===== src/can_fault_regs.vh =====
/*
  Constants for the CAN error confinement and event block: register
  offsets, flag bit positions, counter thresholds and event codes.
  Assumes it is included by the design, its checker and its bench.
*/
`ifndef CAN_FAULT_REGS_VH
`define CAN_FAULT_REGS_VH

`define OFS_ERR_COUNTERS 8'h00
`define OFS_EVENT_FLAGS 8'h04
`define OFS_EVENT_ENABLE 8'h08
`define OFS_EVENT_CODE 8'h0C
`define OFS_CONTROL 8'h10
`define OFS_BUF_FULL 8'h14
`define OFS_BUF_OVERFLOW 8'h18

`define FLG_TXBUF 0
`define FLG_RXBUF 1
`define FLG_OVF 2
`define FLG_FIFO 3
`define FLG_ERR 5
`define FLG_WAKE 6
`define FLG_INVALID 7
`define FLG_COMB_WARN 8
`define FLG_RX_WARN 9
`define FLG_TX_WARN 10
`define FLG_RX_PASSIVE 11
`define FLG_TX_PASSIVE 12
`define FLG_TX_BUSOFF 13
`define EVENT_MASK 8'hEF

`define LIM_WARN 9'h060
`define LIM_WARN_TOP 9'h07F
`define LIM_PASSIVE_STATE 9'h07F
`define LIM_PASSIVE_FLAG 9'h080
`define LIM_BUSOFF 9'h100
`define REC_RELOAD 8'h77
`define TEC_STEP 9'h008

`define CODE_OVF_BASE 7'h20
`define CODE_ERROR 7'h40
`define CODE_WAKE 7'h41
`define CODE_FIFO 7'h42
`define CODE_INVALID 7'h43
`define CODE_NONE 7'h44

`define CRC_POLY 15'h4599

`define ST_ACTIVE 2'h0
`define ST_PASSIVE 2'h1
`define ST_BUSOFF 2'h2

`endif


===== src/can_fault_confine.v =====
/*
  Error detection, fault confinement and event flag logic of a CAN
  controller, with an AHB-Lite register slave.
  Assumes a protocol engine beside it that supplies one sample strobe per
  bit with frame field qualifiers, and a single AHB master.
*/
// Decided for this implementation: the placing of the registers and the AHB-Lite register port.
`timescale 1ns/1ns
`include "can_fault_regs.vh"

module can_fault_confine #(
  parameter CRC_WIDTH = 15
) (
  ref_clk,
  rst,
  ce,
  hsel,
  haddr,
  htrans,
  hwrite,
  hsize,
  hwdata,
  hready,
  hrdata,
  hreadyout,
  hresp,
  bitValid,
  txBit,
  rxBit,
  isTransmitter,
  inArbitration,
  inAckSlot,
  inFixedForm,
  inLastEofBit,
  inStuffedField,
  sendingPassiveErr,
  crcDataBit,
  crcFieldBit,
  crcCompare,
  txSuccess,
  rxSuccess,
  busOffRecover,
  txDone,
  txDoneBuf,
  rxStore,
  rxStoreBuf,
  fifoNextToLastFull,
  bus_receive_pin,
  errFrameActive,
  errFramePassive,
  retransmitReq,
  errorState
);
  input wire ref_clk;
  input wire rst;
  input wire ce;
  input wire hsel;
  input wire [31:0] haddr;
  input wire [1:0] htrans;
  input wire hwrite;
  input wire [2:0] hsize;
  input wire [31:0] hwdata;
  input wire hready;
  output reg [31:0] hrdata;
  output reg hreadyout;
  output reg hresp;
  input wire bitValid;
  input wire txBit;
  input wire rxBit;
  input wire isTransmitter;
  input wire inArbitration;
  input wire inAckSlot;
  input wire inFixedForm;
  input wire inLastEofBit;
  input wire inStuffedField;
  input wire sendingPassiveErr;
  input wire crcDataBit;
  input wire crcFieldBit;
  input wire crcCompare;
  input wire txSuccess;
  input wire rxSuccess;
  input wire busOffRecover;
  input wire txDone;
  input wire [2:0] txDoneBuf;
  input wire rxStore;
  input wire [4:0] rxStoreBuf;
  input wire fifoNextToLastFull;
  input wire bus_receive_pin;
  output reg errFrameActive;
  output reg errFramePassive;
  output reg retransmitReq;
  output reg [1:0] errorState;

  // ************************************************************
  // Bus-level error detection
  // ************************************************************
  reg [2:0] stuffCnt_q;
  reg stuffLast_q;
  reg [CRC_WIDTH-1:0] crcCalc_q;
  reg [CRC_WIDTH-1:0] crcRecv_q;
  wire excuseBit;
  wire bitErr;
  wire ackErr;
  wire formErr;
  wire stuffErr;
  wire crcErr;
  wire anyErr;
  wire crcFeed;

  // Recessive is 1; a dominant readback on a recessive bit may be legal
  assign excuseBit = txBit && !rxBit &&
    (inArbitration || inAckSlot || sendingPassiveErr);
  assign bitErr = bitValid && isTransmitter && (txBit != rxBit) &&
    !excuseBit && !inAckSlot;
  assign ackErr = bitValid && isTransmitter && inAckSlot && rxBit;
  assign formErr = bitValid && inFixedForm && !rxBit &&
    !(!isTransmitter && inLastEofBit);
  assign stuffErr = bitValid && inStuffedField && (rxBit == stuffLast_q) &&
    (stuffCnt_q == 3'h5);
  assign crcErr = crcCompare && !isTransmitter && (crcCalc_q != crcRecv_q);
  assign anyErr = bitErr || ackErr || formErr || stuffErr || crcErr;
  assign crcFeed = rxBit ^ crcCalc_q[CRC_WIDTH-1];

  always @(posedge ref_clk) begin
    if (rst) begin
      stuffCnt_q <= 3'h0;
      stuffLast_q <= 1'b1;
      crcCalc_q <= {CRC_WIDTH{1'b0}};
      crcRecv_q <= {CRC_WIDTH{1'b0}};
    end else if (ce) begin
      if (bitValid && !inStuffedField) begin
        stuffCnt_q <= 3'h0;
      end else if (bitValid) begin
        // Run length of equal bits; a stuffed-field bit run restarts on change
        stuffLast_q <= rxBit;
        if (rxBit == stuffLast_q && stuffCnt_q != 3'h0) begin
          stuffCnt_q <= (stuffCnt_q == 3'h5) ? 3'h5 : stuffCnt_q + 3'h1;
        end else begin
          stuffCnt_q <= 3'h1;
        end
      end
      if (crcDataBit && bitValid) begin
        crcCalc_q <= {crcCalc_q[CRC_WIDTH-2:0], 1'b0} ^
          (crcFeed ? `CRC_POLY : {CRC_WIDTH{1'b0}});
      end
      if (crcFieldBit && bitValid) begin
        crcRecv_q <= {crcRecv_q[CRC_WIDTH-2:0], rxBit};
      end
      if (crcCompare) begin
        // A new frame starts its CRC from zero
        crcCalc_q <= {CRC_WIDTH{1'b0}};
        crcRecv_q <= {CRC_WIDTH{1'b0}};
      end
    end
  end

  // ************************************************************
  // Error counters and confinement state
  // ************************************************************
  reg [8:0] tec_q;
  reg [7:0] rec_q;
  reg [8:0] tecNext;
  reg [7:0] recNext;
  wire busOff;
  wire passive;

  assign busOff = tec_q >= `LIM_BUSOFF;
  assign passive = (tec_q >= `LIM_PASSIVE_STATE) ||
    ({1'b0, rec_q} >= `LIM_PASSIVE_STATE);

  always @* begin
    tecNext = tec_q;
    recNext = rec_q;
    if (busOffRecover && busOff) begin
      tecNext = 9'h000;
      recNext = 8'h00;
    end else if (!busOff) begin
      // Transmitter faults weigh eight times a listener's fault
      if (anyErr && isTransmitter && !(ackErr && passive)) begin
        tecNext = (tec_q > 9'h1FF - `TEC_STEP) ? 9'h1FF : tec_q + `TEC_STEP;
      end else if (txSuccess && tec_q != 9'h000) begin
        tecNext = tec_q - 9'h001;
      end
      if (anyErr && !isTransmitter && rec_q != 8'hFF) begin
        recNext = rec_q + 8'h01;
      end else if (rxSuccess) begin
        if (rec_q > 8'h7F) begin
          recNext = `REC_RELOAD;
        end else if (rec_q != 8'h00) begin
          recNext = rec_q - 8'h01;
        end
      end
    end
  end

  // ************************************************************
  // Confinement status flags
  // ************************************************************
  reg [13:8] status_q, statusNext;
  reg [1:0] stateNext;
  wire errEntry;

  // Flags follow the counters' next values so they line up with them
  always @* begin
    statusNext = status_q;
    statusNext[`FLG_TX_BUSOFF] = tecNext >= `LIM_BUSOFF;
    statusNext[`FLG_TX_PASSIVE] = (tecNext >= `LIM_PASSIVE_FLAG) &&
      (tecNext < `LIM_BUSOFF);
    statusNext[`FLG_RX_PASSIVE] = {1'b0, recNext} >= `LIM_PASSIVE_FLAG;
    statusNext[`FLG_TX_WARN] = (tecNext >= `LIM_WARN) && (tecNext <= `LIM_WARN_TOP);
    // The receive warning lets go only below the lower limit
    if ({1'b0, recNext} < `LIM_WARN) begin
      statusNext[`FLG_RX_WARN] = 1'b0;
    end else if ({1'b0, recNext} <= `LIM_WARN_TOP) begin
      statusNext[`FLG_RX_WARN] = 1'b1;
    end
    statusNext[`FLG_COMB_WARN] = (tecNext >= `LIM_WARN) ||
      ({1'b0, recNext} >= `LIM_WARN);
    if (tecNext >= `LIM_BUSOFF) begin
      stateNext = `ST_BUSOFF;
    end else if ((tecNext >= `LIM_PASSIVE_STATE) ||
        ({1'b0, recNext} >= `LIM_PASSIVE_STATE)) begin
      stateNext = `ST_PASSIVE;
    end else begin
      stateNext = `ST_ACTIVE;
    end
  end

  // Error event fires on entry to any of the five confinement sources
  assign errEntry = |(statusNext[13:9] & ~status_q[13:9]);

  // ************************************************************
  // Event flags, buffer bits, priority code and register slave
  // ************************************************************
  localparam NUM_RX_BUF = 32;
  reg [7:0] evFlags_q, enable_q, pending;
  reg [31:0] bufFull_q, bufOvf_q, readWord;
  reg [2:0] txCode_q;
  reg [4:0] rxCode_q, ovfCode_q;
  reg [7:0] wrAddr_q, rdAddr_q;
  reg [6:0] codeNow;
  reg sleep_q, pinLast_q, dataWrite_q, readPend_q;
  wire [31:0] storeSel;
  wire [7:0] evSet, evKeep;
  wire addrPhase, targetFull, wakeSet;
  wire flagWrite, enableWrite, controlWrite, fullWrite, ovfWrite;
  genvar gi;
  assign addrPhase = hsel && htrans[1] && hready;
  assign flagWrite = dataWrite_q && (wrAddr_q == `OFS_EVENT_FLAGS);
  assign enableWrite = dataWrite_q && (wrAddr_q == `OFS_EVENT_ENABLE);
  assign controlWrite = dataWrite_q && (wrAddr_q == `OFS_CONTROL);
  assign fullWrite = dataWrite_q && (wrAddr_q == `OFS_BUF_FULL);
  assign ovfWrite = dataWrite_q && (wrAddr_q == `OFS_BUF_OVERFLOW);
  assign storeSel = {31'h00000000, rxStore} << rxStoreBuf;
  assign targetFull = bufFull_q[rxStoreBuf];
  // Idle bus is recessive; the first dominant level in sleep is activity
  assign wakeSet = sleep_q && pinLast_q && !bus_receive_pin;
  assign evSet = {anyErr, wakeSet, errEntry, 1'b0, fifoNextToLastFull,
    rxStore && targetFull, rxStore && !targetFull, txDone};
  // Software clears by writing zero; bits written one are left alone
  assign evKeep = flagWrite ? (hwdata[7:0] | ~`EVENT_MASK) : 8'hFF;

  always @* begin
    pending = evFlags_q & enable_q;
    if (pending[`FLG_TXBUF]) begin
      codeNow = {4'h0, txCode_q};
    end else if (pending[`FLG_RXBUF]) begin
      codeNow = {2'h0, rxCode_q};
    end else if (pending[`FLG_OVF]) begin
      codeNow = `CODE_OVF_BASE | {2'h0, ovfCode_q};
    end else if (pending[`FLG_FIFO]) begin
      codeNow = `CODE_FIFO;
    end else if (pending[`FLG_ERR]) begin
      codeNow = `CODE_ERROR;
    end else if (pending[`FLG_WAKE]) begin
      codeNow = `CODE_WAKE;
    end else if (pending[`FLG_INVALID]) begin
      codeNow = `CODE_INVALID;
    end else begin
      codeNow = `CODE_NONE;
    end
  end

  generate
    for (gi = 0; gi < NUM_RX_BUF; gi = gi + 1) begin : g_rxbuf
      always @(posedge ref_clk) begin
        if (rst) begin
          bufFull_q[gi] <= 1'b0;
          bufOvf_q[gi] <= 1'b0;
        end else if (ce) begin
          // A store into this buffer wins over a clear in the same cycle
          bufFull_q[gi] <= storeSel[gi] ||
            (bufFull_q[gi] && !(fullWrite && !hwdata[gi]));
          bufOvf_q[gi] <= (storeSel[gi] && bufFull_q[gi]) ||
            (bufOvf_q[gi] && !(ovfWrite && !hwdata[gi]));
        end
      end
    end
  endgenerate

  always @* begin
    case (rdAddr_q)
      `OFS_ERR_COUNTERS: readWord = {16'h0000, tec_q[7:0], rec_q};
      `OFS_EVENT_FLAGS: readWord = {16'h0000, 2'b00, status_q, evFlags_q};
      `OFS_EVENT_ENABLE: readWord = {24'h000000, enable_q};
      `OFS_EVENT_CODE: readWord = {25'h0000000, codeNow};
      `OFS_CONTROL: readWord = {31'h00000000, sleep_q};
      `OFS_BUF_FULL: readWord = bufFull_q;
      `OFS_BUF_OVERFLOW: readWord = bufOvf_q;
      default: readWord = 32'h00000000;
    endcase
  end

  always @(posedge ref_clk) begin
    if (rst) begin
      tec_q <= 9'h000;
      rec_q <= 8'h00;
      status_q <= 6'h00;
      errorState <= `ST_ACTIVE;
      errFrameActive <= 1'b0;
      errFramePassive <= 1'b0;
      retransmitReq <= 1'b0;
      evFlags_q <= 8'h00;
      enable_q <= 8'h00;
      txCode_q <= 3'h0;
      rxCode_q <= 5'h00;
      ovfCode_q <= 5'h00;
      sleep_q <= 1'b0;
      pinLast_q <= 1'b1;
      dataWrite_q <= 1'b0;
      readPend_q <= 1'b0;
      hrdata <= 32'h00000000;
      hreadyout <= 1'b1;
      hresp <= 1'b0;
    end else if (ce) begin
      tec_q <= tecNext;
      rec_q <= recNext;
      status_q <= statusNext;
      errorState <= stateNext;
      // Frame kind follows the state the error was found in
      errFrameActive <= anyErr && (errorState == `ST_ACTIVE);
      errFramePassive <= anyErr && (errorState == `ST_PASSIVE);
      retransmitReq <= ackErr;
      evFlags_q <= ((evFlags_q & evKeep) | evSet) & `EVENT_MASK;
      if (txDone) txCode_q <= txDoneBuf;
      if (rxStore && !targetFull) rxCode_q <= rxStoreBuf;
      if (rxStore && targetFull) ovfCode_q <= rxStoreBuf;
      if (enableWrite) enable_q <= hwdata[7:0];
      if (controlWrite) sleep_q <= hwdata[0];
      pinLast_q <= bus_receive_pin;
      // Writes land in their data phase; reads take one wait state so that
      // a write just before them is already visible
      dataWrite_q <= addrPhase && hwrite;
      if (addrPhase) begin
        wrAddr_q <= haddr[7:0];
        rdAddr_q <= haddr[7:0];
      end
      if (addrPhase && !hwrite) begin
        readPend_q <= 1'b1;
        hreadyout <= 1'b0;
      end else if (readPend_q) begin
        readPend_q <= 1'b0;
        hrdata <= readWord;
        hreadyout <= 1'b1;
      end
    end
  end
endmodule


===== config.mk =====
export PLATFORM = sky130hd
export DESIGN_NAME = can_fault_confine
export DESIGN_NICKNAME = d
export VERILOG_FILES = /design/src/can_fault_confine.v
export VERILOG_INCLUDE_DIRS = /design/src
export SDC_FILE = /design/constraint.sdc
export NUM_CORES = 1
export LEC_CHECK = 0
export BUFFER_PORTS_ARGS = -buffer_cell sky130_fd_sc_hd__buf_2
export CORE_MARGIN = 2
export CORE_UTILIZATION = 45
export CTS_CLUSTER_SIZE = 14
export DETAILED_ROUTE_END_ITERATION = 6
export HOLD_SLACK_MARGIN = 0.08
export PLACE_DENSITY_LB_ADDON = 0.3
export SLEW_MARGIN = 5
export SYNTH_ARGS = -nofsm -noshare
export SYNTH_HDL_FRONTEND = slang
export SYNTH_SLANG_ARGS = --single-unit

===== constraint.sdc =====
create_clock -name ref_clk -period 3.5 [get_ports ref_clk]
set_input_delay 0.175 -clock ref_clk [delete_from_list [all_inputs] [get_ports ref_clk]]
set_output_delay 0.175 -clock ref_clk [all_outputs]
set_load 0.01 [all_outputs]

==> results of run 1 <==
==> routing by layer <==
| layer | vias to the layer above | share of wire, % |
|---|---|---|
| met2 | 313 | 47 |
| met5 | - | 0 |
| met3 | 29 | 5.6 |
| li1 | 4626 | - |
| met4 | 0 | 1.6 |
| met1 | 4552 | 46 |
==> worst min-delay path by stage <==
stage | from | endpoint | cells past startpoint
finish | hwrite | hreadyout$_SDFFE_PP1P_ | 3
global route | rst | pinLast_q$_SDFFE_PP1P_ | 3
CTS | hwrite | hreadyout$_SDFFE_PP1P_ | 3
detailed placement | haddr[5] | rdAddr_q[5]$_DFFE_PP_ | 1
global placement | haddr[5] | rdAddr_q[5]$_DFFE_PP_ | 1
floorplan | haddr[0] | rdAddr_q[0]$_DFFE_PP_ | 0
==> power groups by stage <==
stage	combinational [mW]	sequential, mW	clock [mW]
floorplan	0.404	2.38	0
global placement	0.547	2.41	0
detailed placement	0.552	2.41	0
CTS	0.577	2.35	1.93
global route	0.643	2.36	2.01
finish	0.583	2.36	1.89
==> cell families after synthesis <==
| logic type | Yosys count | share of synthesized area, % |
|---|---|---|
| AO/OA/AOI/OAI | 386 | 24.0 |
| XOR/XNOR | 24 | 2.09 |
| adder cells (fa/ha/maj) | 8 | 0.996 |
| buffers and inverters | 116 | 4.94 |
| flip-flops | 197 | 40.0 |
| multiplexers | 53 | 6.87 |
| other | 1 | 0.0373 |
| AND/OR/NAND/NOR | 442 | 21.1 |
==> placed cells by master, fill, tap and decap left out, types with 4 or more instances in the layout <==
cell and instances:
nor3_1 15, inv_1 21, clkbuf_16 17, o211ai_1 6, a32oi_1 7, nor2b_1 9
xnor2_1 5, mux2_2 14, or3_1 8, a21oi_1 129, mux4_2 11, a221oi_1 6
a22o_1 6, edfxtp_1 8, o21ai_0 101, o21a_1 4, a211oi_1 9, mux2i_1 27
nor2_1 155, dlygate4sd3_1 26, nand2b_1 37, a22oi_1 74, nor4_1 8, inv_6 4
a31oi_1 9, nand3_1 63, buf_4 33, nor3b_1 9, xor2_1 19, dfxtp_1 189
nand4_1 4, buf_2 111, ha_1 8, and3_1 9, nand2_1 100
==> registers in the layout (all words and copies together) (netlist names), 2 cells and up <==
| register | cells |
|---|---|
| evFlags_q | 7 |
| rec_q | 7 |
| crcRecv_q | 15 |
| bufFull_q | 32 |
| status_q | 5 |
| txCode_q | 3 |
| stuffCnt_q | 3 |
| bufOvf_q | 32 |
| errorState | 2 |
| enable_q | 8 |
| crcCalc_q | 15 |
| rxCode_q | 5 |
| hrdata | 32 |
| ovfCode_q | 5 |
| tec_q | 9 |
| rdAddr_q | 8 |
==> cell type report <==
class | count | share of cell area (%)
repair buffers | 170 | 9.16
clock inverters | 12 | 0.949
flip-flops and latches | 197 | 34.7
multi-input cells | 914 | 47.7
well taps | 280 | 3.02
clock buffers | 20 | 3.85
inverters | 21 | 0.679
==> through the flow <==
stage	util (%)	instances	power (mW)
final	53.0	1614	4.82
after detailed placement	49.3	1556	2.96
after CTS	53.0	1614	4.86
after floorplan	-	1227	2.78
after global routing	53.0	1614	5.02
after global placement	49.3	1556	2.95
==> synthesized netlist by cell type, types with 4 or more instances <==
cell and n:
dfxtp_1 189, nor2_1 156, a21oi_1 129, o21ai_0 101, nand2_1 100, a22oi_1 74
clkbuf_1 66, nand3_1 63, nand2b_1 37, mux2i_1 27, inv_1 21, xor2_1 19
nor3_1 15, mux2_2 14, mux4_2 11, a211oi_1 9, a31oi_1 9, and3_1 9
buf_1 9, buf_2 9, nor2b_1 9, nor3b_1 9, edfxtp_1 8, ha_1 8
nor4_1 8, or3_1 8, a32oi_1 7, a221oi_1 6, a22o_1 6, buf_4 6
o211ai_1 6, xnor2_1 5, nand4_1 4, o21a_1 4
==> timing repair <==
item / in CTS / in global routing
endpoints found under the hold margin: 25 / 0
hold buffers: 26 / 0
gates resized for setup: 0 / 0
==> worst min-delay path, cell delays in order <==
cell	delay [ns]
buf_2	0.10
nor3_1	0.06
o21ai_0	0.16
==> flow_summary.toml, run 1 <==
[outcome]
outcome = "completed"

[power]
power.density_mw_per_mm2 = 416
seqPwrFrac_pct = 48.8
internal_power_mw = 3.49
p_switching_mw = 1.33
power.leakage_nw = 4.31
p_comb_share_pct = 12.1
switching_share_pct = 27.6
ir_drop_mv = 0.312
p_clk_share_pct = 39.1

[floorplan]
rows = 54
ios = 142
die_x_um = 153
design.die.area_mm2 = 0.0235
die_h_um = 153
core_mm2 = 0.0219
start_util_pct = 45.9

[worst_setup_path]
rrSetupSlack_ns = 0.44
setup.worst_path.end = "errorState[0]$_SDFFE_PP0P_"
slowest_delay_ns = 0.61
worstSetupPathDepth = 9
cp-end-kind = "flip-flop"
worstPathMaxFanout = 12
worstPathArrival_ns = 3.44
cp_top_family = "simple AND/OR/NAND/NOR gates"
crit_type = "flip-flop to flip-flop"
crit-reg2reg-launch = "rec_q[0]$_SDFFE_PP0P_"
critPathSlowestCell = "or4b_1"
path_cells = "ha_1 > nand3_1 > nor2_1 > a21oi_1 > o21ai_1 > or4b_1 > a32o_1 > nor4_1 > or3_1"
worstSetupStartpoint = "rec_q[0]$_SDFFE_PP0P_"
crit_buf_inv = 0
cp_data_required_time_ns = 3.89
r2r_cells = 9
start_kind = "flip-flop"
reg2reg_to = "errorState[0]$_SDFFE_PP0P_"

[place]
postPlaceCellArea_mm2 = 0.0108
place_congestion = 0.974
io_buffers = 112
pre_cts_slack_ns = 0.502
hpwl_um = 20100

[timing]
timing.setup.tns_ns = 0
rsz0062_at_grt = "false"
tightest_slew_ns = 1.08
relSlewSlack_pct = 28.2
drv_slew = 0
setup_ws_ns = 0.443
max_freq_mhz = 327
clock_skew_ns = 0.0147
hold_violations = 0
setup-violations-final = 0
fin_crit_sh_pct = 87.3
holdWs_ns = 0.107
min_period_ns = 3.06

[drt]
ant_nets = 0
wire_per_inst_um = 18.1
wl_um = 29300
drc_errors = 0
drt_iter0_drc = 809
dr.pass1.iters = 5
vias = 9520
vias_per_cell = 5.90

[cells_and_area]
drive_gt1_share_pct = 16.2
fill_cells = 2091
nets = 1432
area_growth_pct = 15.5
n_antenna_cell = 0
multi_input_area_mm2 = 0.00553
final_area_mm2 = 0.0116
register_area_mm2 = 0.00402

[clock_tree]
post_cts_buffers = 0
clk_latency_ns = 0.43
numCtsBuffers = 17
cts_tree = "yes"
cts_root_buf = "clkbuf_16"
cts_num_sinks = 197
clockBufferDepth = 2
clk_pin_slew_ns = 0.08
htreeDepth = 4

[synthesis]
synth_cell_type_count = 75
synth.top_cell.area_share_pct = 37.6
synthCells = 1227
netlist_area_mm2 = 0.0100
yosysSeqAreaShare_pct = 40.0
synth_fp_nets = 1338
ys_top_cells_by_area = "dfxtp_1 (38%), a21oi_1 (6.4%), nor2_1 (5.8%), a22oi_1 (5.5%), o21ai_0 (5.0%)"
async_reset_ff_share_pct = 0
synth_seq_cells = 197
ys.flop_type = "dfxtp_1"
synth_edf_count = 8
syn-mean-instance-area_um2 = 8.19
synth_warnings = 0
synth_area_leader_cell = "dfxtp_1"

[grt]
grt.met3_usage_pct = 4.20
top_usage_layer = "met2"
use_met2_pct = 40.5
grt_pass1_vias = 9038
track_usage_pct = 24.6
grt_pass1_wl_um = 47500
grt_max_degree = 98
grt_antenna_before_repair = 0
grtUsageMet1_pct = 33.7
grt_overflow_total = 0

[flow_run]
drv_cap = 0

[hold_path]
hold_path_class = "input port to flip-flop"
Note: power is estimated with default switching activity, not from simulation.
==> inputs of run 2 (changes only) <==
==> constraint.sdc (replaced) <==
create_clock -name ref_clk -period 3.71 [get_ports ref_clk]
set_input_delay 0.1855 -clock ref_clk [delete_from_list [all_inputs] [get_ports ref_clk]]
set_output_delay 0.1855 -clock ref_clk [all_outputs]
set_load 0.01 [all_outputs]
==> run 2 against run 1 <==
Compared with the run above:
- sequential power shrank 6%
- die area unchanged
- sequential share of layout area is 0.11 points lower
- highest routed layer unchanged
- global-route usage shrank 0.096 points
- worst setup slack improved by 0.083 ns
- non-clock buffer count fell by 3
- fmax fell by 4.0%
- via count up 0.42%
- register-to-register slack better by 0.08 ns
- sequential cell count unchanged
- largest power group unchanged
==> flow_summary.toml, run 2 (synthesis results as in run 1) <==
[floorplan]
ios = 142
core_mm2 = 0.0219
rows = 54
die_x_um = 153
start_util_pct = 45.9
die_h_um = 153
design.die.area_mm2 = 0.0235

[drt]
wire_per_inst_um = 18.2
drt_iter0_drc = 883
wl_um = 29400
ant_nets = 0
dr.pass1.iters = 5
vias = 9560
drc_errors = 0
vias_per_cell = 5.93

[grt]
track_usage_pct = 24.5
grt_max_degree = 104
grt_overflow_total = 0
grt_pass1_wl_um = 47400
grt_pass1_vias = 9022
grt_antenna_before_repair = 0

[worst_setup_path]
worstPathMaxFanout = 12
worstPathArrival_ns = 3.51
cp-end-kind = "flip-flop"
start_kind = "flip-flop"
crit_type = "flip-flop to flip-flop"
cp_data_required_time_ns = 4.03

[cells_and_area]
register_area_mm2 = 0.00402
finalNonFillerCells = 1611
drive_gt1_share_pct = 16.0
n_antenna_cell = 0
area_growth_pct = 15.8
reg.largest.list = "bufFull_q: 32 flops, bufOvf_q: 32 flops, hrdata: 32 flops"
final_cell_mix = "dfxtp_1 (189), nor2_1 (155), a21oi_1 (129)"
final_common_cell = "dfxtp_1"
nets = 1429
fill_cells = 2079
multi_input_area_mm2 = 0.00553

[flow_run]
drv_cap = 0

[power]
ir_drop_mv = 0.328
power.leakage_nw = 4.32
finalPower_mw = 4.71
power.density_mw_per_mm2 = 404

[clock_tree]
holdBufCountCts = 27
clk_latency_ns = 0.43
clk_pin_slew_ns = 0.08
numCtsBuffers = 17
cts_root_buf = "clkbuf_16"
htreeDepth = 4
cts_tree = "yes"
post_cts_buffers = 0
cts_resized = 0
clockBufferDepth = 2
cts_num_sinks = 197

[timing]
hold_violations = 0
max_freq_mhz = 314
drv_slew = 0
min_period_ns = 3.18
relSlewSlack_pct = 26.2
setup_ws_ns = 0.526
rsz0062_at_grt = "false"
fin_crit_sh_pct = 85.8
timing.setup.tns_ns = 0
tightest_slew_ns = 1.10
clock_skew_ns = 0.0137
setup-violations-final = 0

[hold_path]
hold_path_class = "input port to flip-flop"

[place]
pre_cts_slack_ns = 0.666
dp.cells = 1552
hpwl_um = 20000
place_congestion = 0.906
io_buffers = 112

[outcome]
outcome = "completed"
-- run 2: cell count changes in the layout (fill, tap and decap cells not counted), moves of 2 or more --
cell       previous run  this run
buf_4                33        29
clkinv_4              3         1
bufinv_16             0         2
inv_8                 3         0
-- run 2: final timing paths --
| path | startpoint | end | slack [ns] | cells after the start |
|---|---|---|---|---|
| setup / recovery | crcRecv_q[6]$_SDFFE_PP0P_ | errorState[0]$_SDFFE_PP0P_ | 0.53 | 9 |
| setup reg to reg | crcRecv_q[6]$_SDFFE_PP0P_ | errorState[0]$_SDFFE_PP0P_ | 0.53 | 9 |
| hold / removal | hwrite | hreadyout$_SDFFE_PP1P_ | 0.1 | 3 |
| hold reg to reg | errFrameActive$_SDFFE_PP0P_ | errFrameActive$_SDFFE_PP0P_ | 0.47 | 2 |
-- run 2: layout make-up --
class / instances / area share (%)
multi-input cells: 914 / 47.5
flip-flops and latches: 197 / 34.6
repair buffers: 167 / 8.96
clock buffers: 21 / 4.14
well taps: 280 / 3.01
clock inverters: 11 / 1.14
inverters: 21 / 0.677
-- run 2: layer usage --
layer | global-route usage [%] | vias to the layer above | share of wire, %
met5 | 0 | - | 0
met4 | 8.04 | 0 | 2.5
met3 | 4.17 | 49 | 6.2
met2 | 39.7 | 361 | 47
met1 | 33.4 | 4532 | 45
li1 | - | 4618 | -
-- run 2: critical path, stage by stage (launching register included) --
cell and delay [ns]:
dfxtp_1 0.34, xor2_1 0.17, nor4_1 0.42, nand2_1 0.15
o21a_1 0.24, o21ai_1 0.76, mux2_2 0.44, o2111ai_1 0.20
nor4_1 0.07, or3_1 0.30
-- run 2: power breakdown --
group | internal [mW] | switching, mW | total (mW)
Combinational | 0.222 | 0.324 | 0.545
Sequential | 2.17 | 0.0568 | 2.22
Clock | 1.08 | 0.856 | 1.94
Total | 3.47 | 1.24 | 4.71
-- run 2: metrics by stage --
| stage | utilization, % | hold slack [ns] | area (um2) |
|---|---|---|---|
| after floorplan | - | 0.284 | 10000 |
| after global placement | 49.1 | 0.364 | 10800 |
| after detailed placement | 49.1 | 0.364 | 10800 |
| after CTS | 53.2 | 0.0845 | 11600 |
| after global routing | 53.2 | 0.122 | 11600 |
| final | 53.2 | 0.0971 | 11600 |
==> inputs of run 3 (changes only) <==
--- a/config.mk
+++ b/config.mk
@@ -12,6 +12,7 @@
 export CTS_CLUSTER_SIZE = 14
 export DETAILED_ROUTE_END_ITERATION = 6
 export HOLD_SLACK_MARGIN = 0.08
+export MAX_ROUTING_LAYER = met4
 export PLACE_DENSITY_LB_ADDON = 0.3
 export SLEW_MARGIN = 5
 export SYNTH_ARGS = -nofsm -noshare
==> run 3 against run 2 <==
Compared with the run above:
- sequential share of layout area up 0.20 points
- critical path depth unchanged
- sequential cell count unchanged
- final cell count unchanged
- non-clock buffer count up 1
- via count about the same
- combinational power about the same
- global-route usage up 0.51 points
- clock power down 9%
- power down 3.7%
- highest routed layer unchanged
==> flow_summary.toml, run 3 (synthesis results as in run 1) <==
[outcome]
outcome = "completed"

[worst_setup_path]
start_kind = "flip-flop"
cp_data_required_time_ns = 4.03
r2r_cells = 9
rrSetupSlack_ns = 0.65
worstPathArrival_ns = 3.38
crit-reg2reg-launch = "crcRecv_q[6]$_SDFFE_PP0P_"
reg2reg_to = "errorState[0]$_SDFFE_PP0P_"
worstPathMaxFanout = 12
crit_type = "flip-flop to flip-flop"
cp-end-kind = "flip-flop"

[clock_tree]
cts_root_buf = "clkbuf_16"
clk_latency_ns = 0.44
clockBufferDepth = 2
clk_pin_slew_ns = 0.07
holdBufCountCts = 28
post_cts_buffers = 0
htreeDepth = 4
cts_resized = 0
cts_tree = "yes"
numCtsBuffers = 17
cts_num_sinks = 197

[place]
place_congestion = 0.921
pre_cts_slack_ns = 0.682
io_buffers = 112
hpwl_um = 20100

[cells_and_area]
fill_cells = 2115
reg.largest.list = "bufFull_q: 32 flops, bufOvf_q: 32 flops, hrdata: 32 flops"
area_growth_pct = 15.2
final_cell_mix = "dfxtp_1 (189), nor2_1 (155), a21oi_1 (129)"
drive_gt1_share_pct = 15.8
final_common_cell = "dfxtp_1"
nets = 1430
n_antenna_cell = 0
register_area_mm2 = 0.00402
multi_input_area_mm2 = 0.00553

[power]
internal_power_mw = 3.32
power.leakage_nw = 4.29
ir_drop_mv = 0.235
switching_share_pct = 26.9
p_clk_share_pct = 38.9
p_comb_share_pct = 12.1
power.density_mw_per_mm2 = 392
p_switching_mw = 1.22
seqPwrFrac_pct = 49.1

[grt]
grt_overflow_total = 0
grt_antenna_before_repair = 0
top_usage_layer = "met2"
grt.met3_usage_pct = 3.69
grt_pass1_vias = 8890
use_met2_pct = 38.4
grtUsageMet1_pct = 33.8
grt_pass1_wl_um = 46700
grt_max_degree = 100
track_usage_pct = 25.0

[drt]
vias = 9562
ant_nets = 0
drc_errors = 0
vias_per_cell = 5.94
drt_iter0_drc = 745
wire_per_inst_um = 18.2
wl_um = 29300
dr.pass1.iters = 5

[flow_run]
drv_cap = 0

[hold_path]
holdPathEnd = "evFlags_q[0]$_SDFFE_PP0P_"
hold_path_class = "input port to flip-flop"
hold_path_startpoint = "txDone"
holdPathStages = 3

[floorplan]
die_x_um = 153
core_mm2 = 0.0219
die_h_um = 153
rows = 54
ios = 142
start_util_pct = 45.9
design.die.area_mm2 = 0.0235

[timing]
max_freq_mhz = 327
timing.setup.tns_ns = 0
clock_skew_ns = 0.0131
setup_ws_ns = 0.653
relSlewSlack_pct = 21.2
setup-violations-final = 0
rsz0062_at_grt = "false"
fin_crit_sh_pct = 82.4
min_period_ns = 3.06
hold_violations = 0
drv_slew = 0
holdWs_ns = 0.127
tightest_slew_ns = 1.18
run 3: power by group through the flow:
| stage | registers (mW) | clock network, mW | logic [mW] |
|---|---|---|---|
| 6_report | 2.23 | 1.76 | 0.548 |
| 5_1_grt | 2.23 | 1.87 | 0.603 |
| 4_1_cts | 2.22 | 1.78 | 0.541 |
| 3_5_place_dp | 2.27 | 0 | 0.516 |
| 3_3_place_gp | 2.27 | 0 | 0.512 |
| 2_1_floorplan | 2.24 | 0 | 0.381 |
run 3: how the worst max path moves through the flow:
stage	start	endpoint	slack [ns]	cells after the start
after floorplan	rec_q[0]$_SDFFE_PP0P_	errorState[0]$_SDFFE_PP0P_	1.12	11
after global placement	crcRecv_q[6]$_SDFFE_PP0P_	errorState[0]$_SDFFE_PP0P_	0.70	9
after detailed placement	crcRecv_q[6]$_SDFFE_PP0P_	errorState[0]$_SDFFE_PP0P_	0.68	9
after CTS	crcRecv_q[6]$_SDFFE_PP0P_	errorState[0]$_SDFFE_PP0P_	0.68	9
after global routing	crcRecv_q[6]$_SDFFE_PP0P_	errorState[0]$_SDFFE_PP0P_	0.42	9
final	crcRecv_q[6]$_SDFFE_PP0P_	errorState[0]$_SDFFE_PP0P_	0.65	9
run 3: layout make-up:
class                      count  area share, %
inverter                      21          0.681
clock inverter                11          0.875
clock buffer                  20           3.77
tap                          280           3.03
sequential                   197           34.8
timing repair buffer         168           9.10
multi-input combinational    914           47.8
run 3: worst max-delay path: stages (launching register included):
cell and delay, ns:
dfxtp_1 0.33, xor2_1 0.16, nor4_1 0.33, nand2_1 0.14, o21a_1 0.24, o21ai_1 0.75, mux2i_1 0.31, a32o_1 0.31
nor4_1 0.08, or3_1 0.30
run 3: stage by stage:
stage / utilization [%] / power, mW / std cells / cell area (um2)
after detailed placement: 49.1 / 2.79 / 1552 / 10800
final: 52.9 / 4.54 / 1611 / 11600
after global placement: 49.1 / 2.78 / 1552 / 10800
after CTS: 52.9 / 4.55 / 1611 / 11600
after floorplan: - / 2.62 / 1227 / 10000
after global routing: 52.9 / 4.70 / 1611 / 11600
run 3: layer usage:
layer	up-vias	share of wire [%]
met5	-	0
met4	0	2.5
met3	50	5.7
met2	301	46
met1	4594	46
li1	4617	-
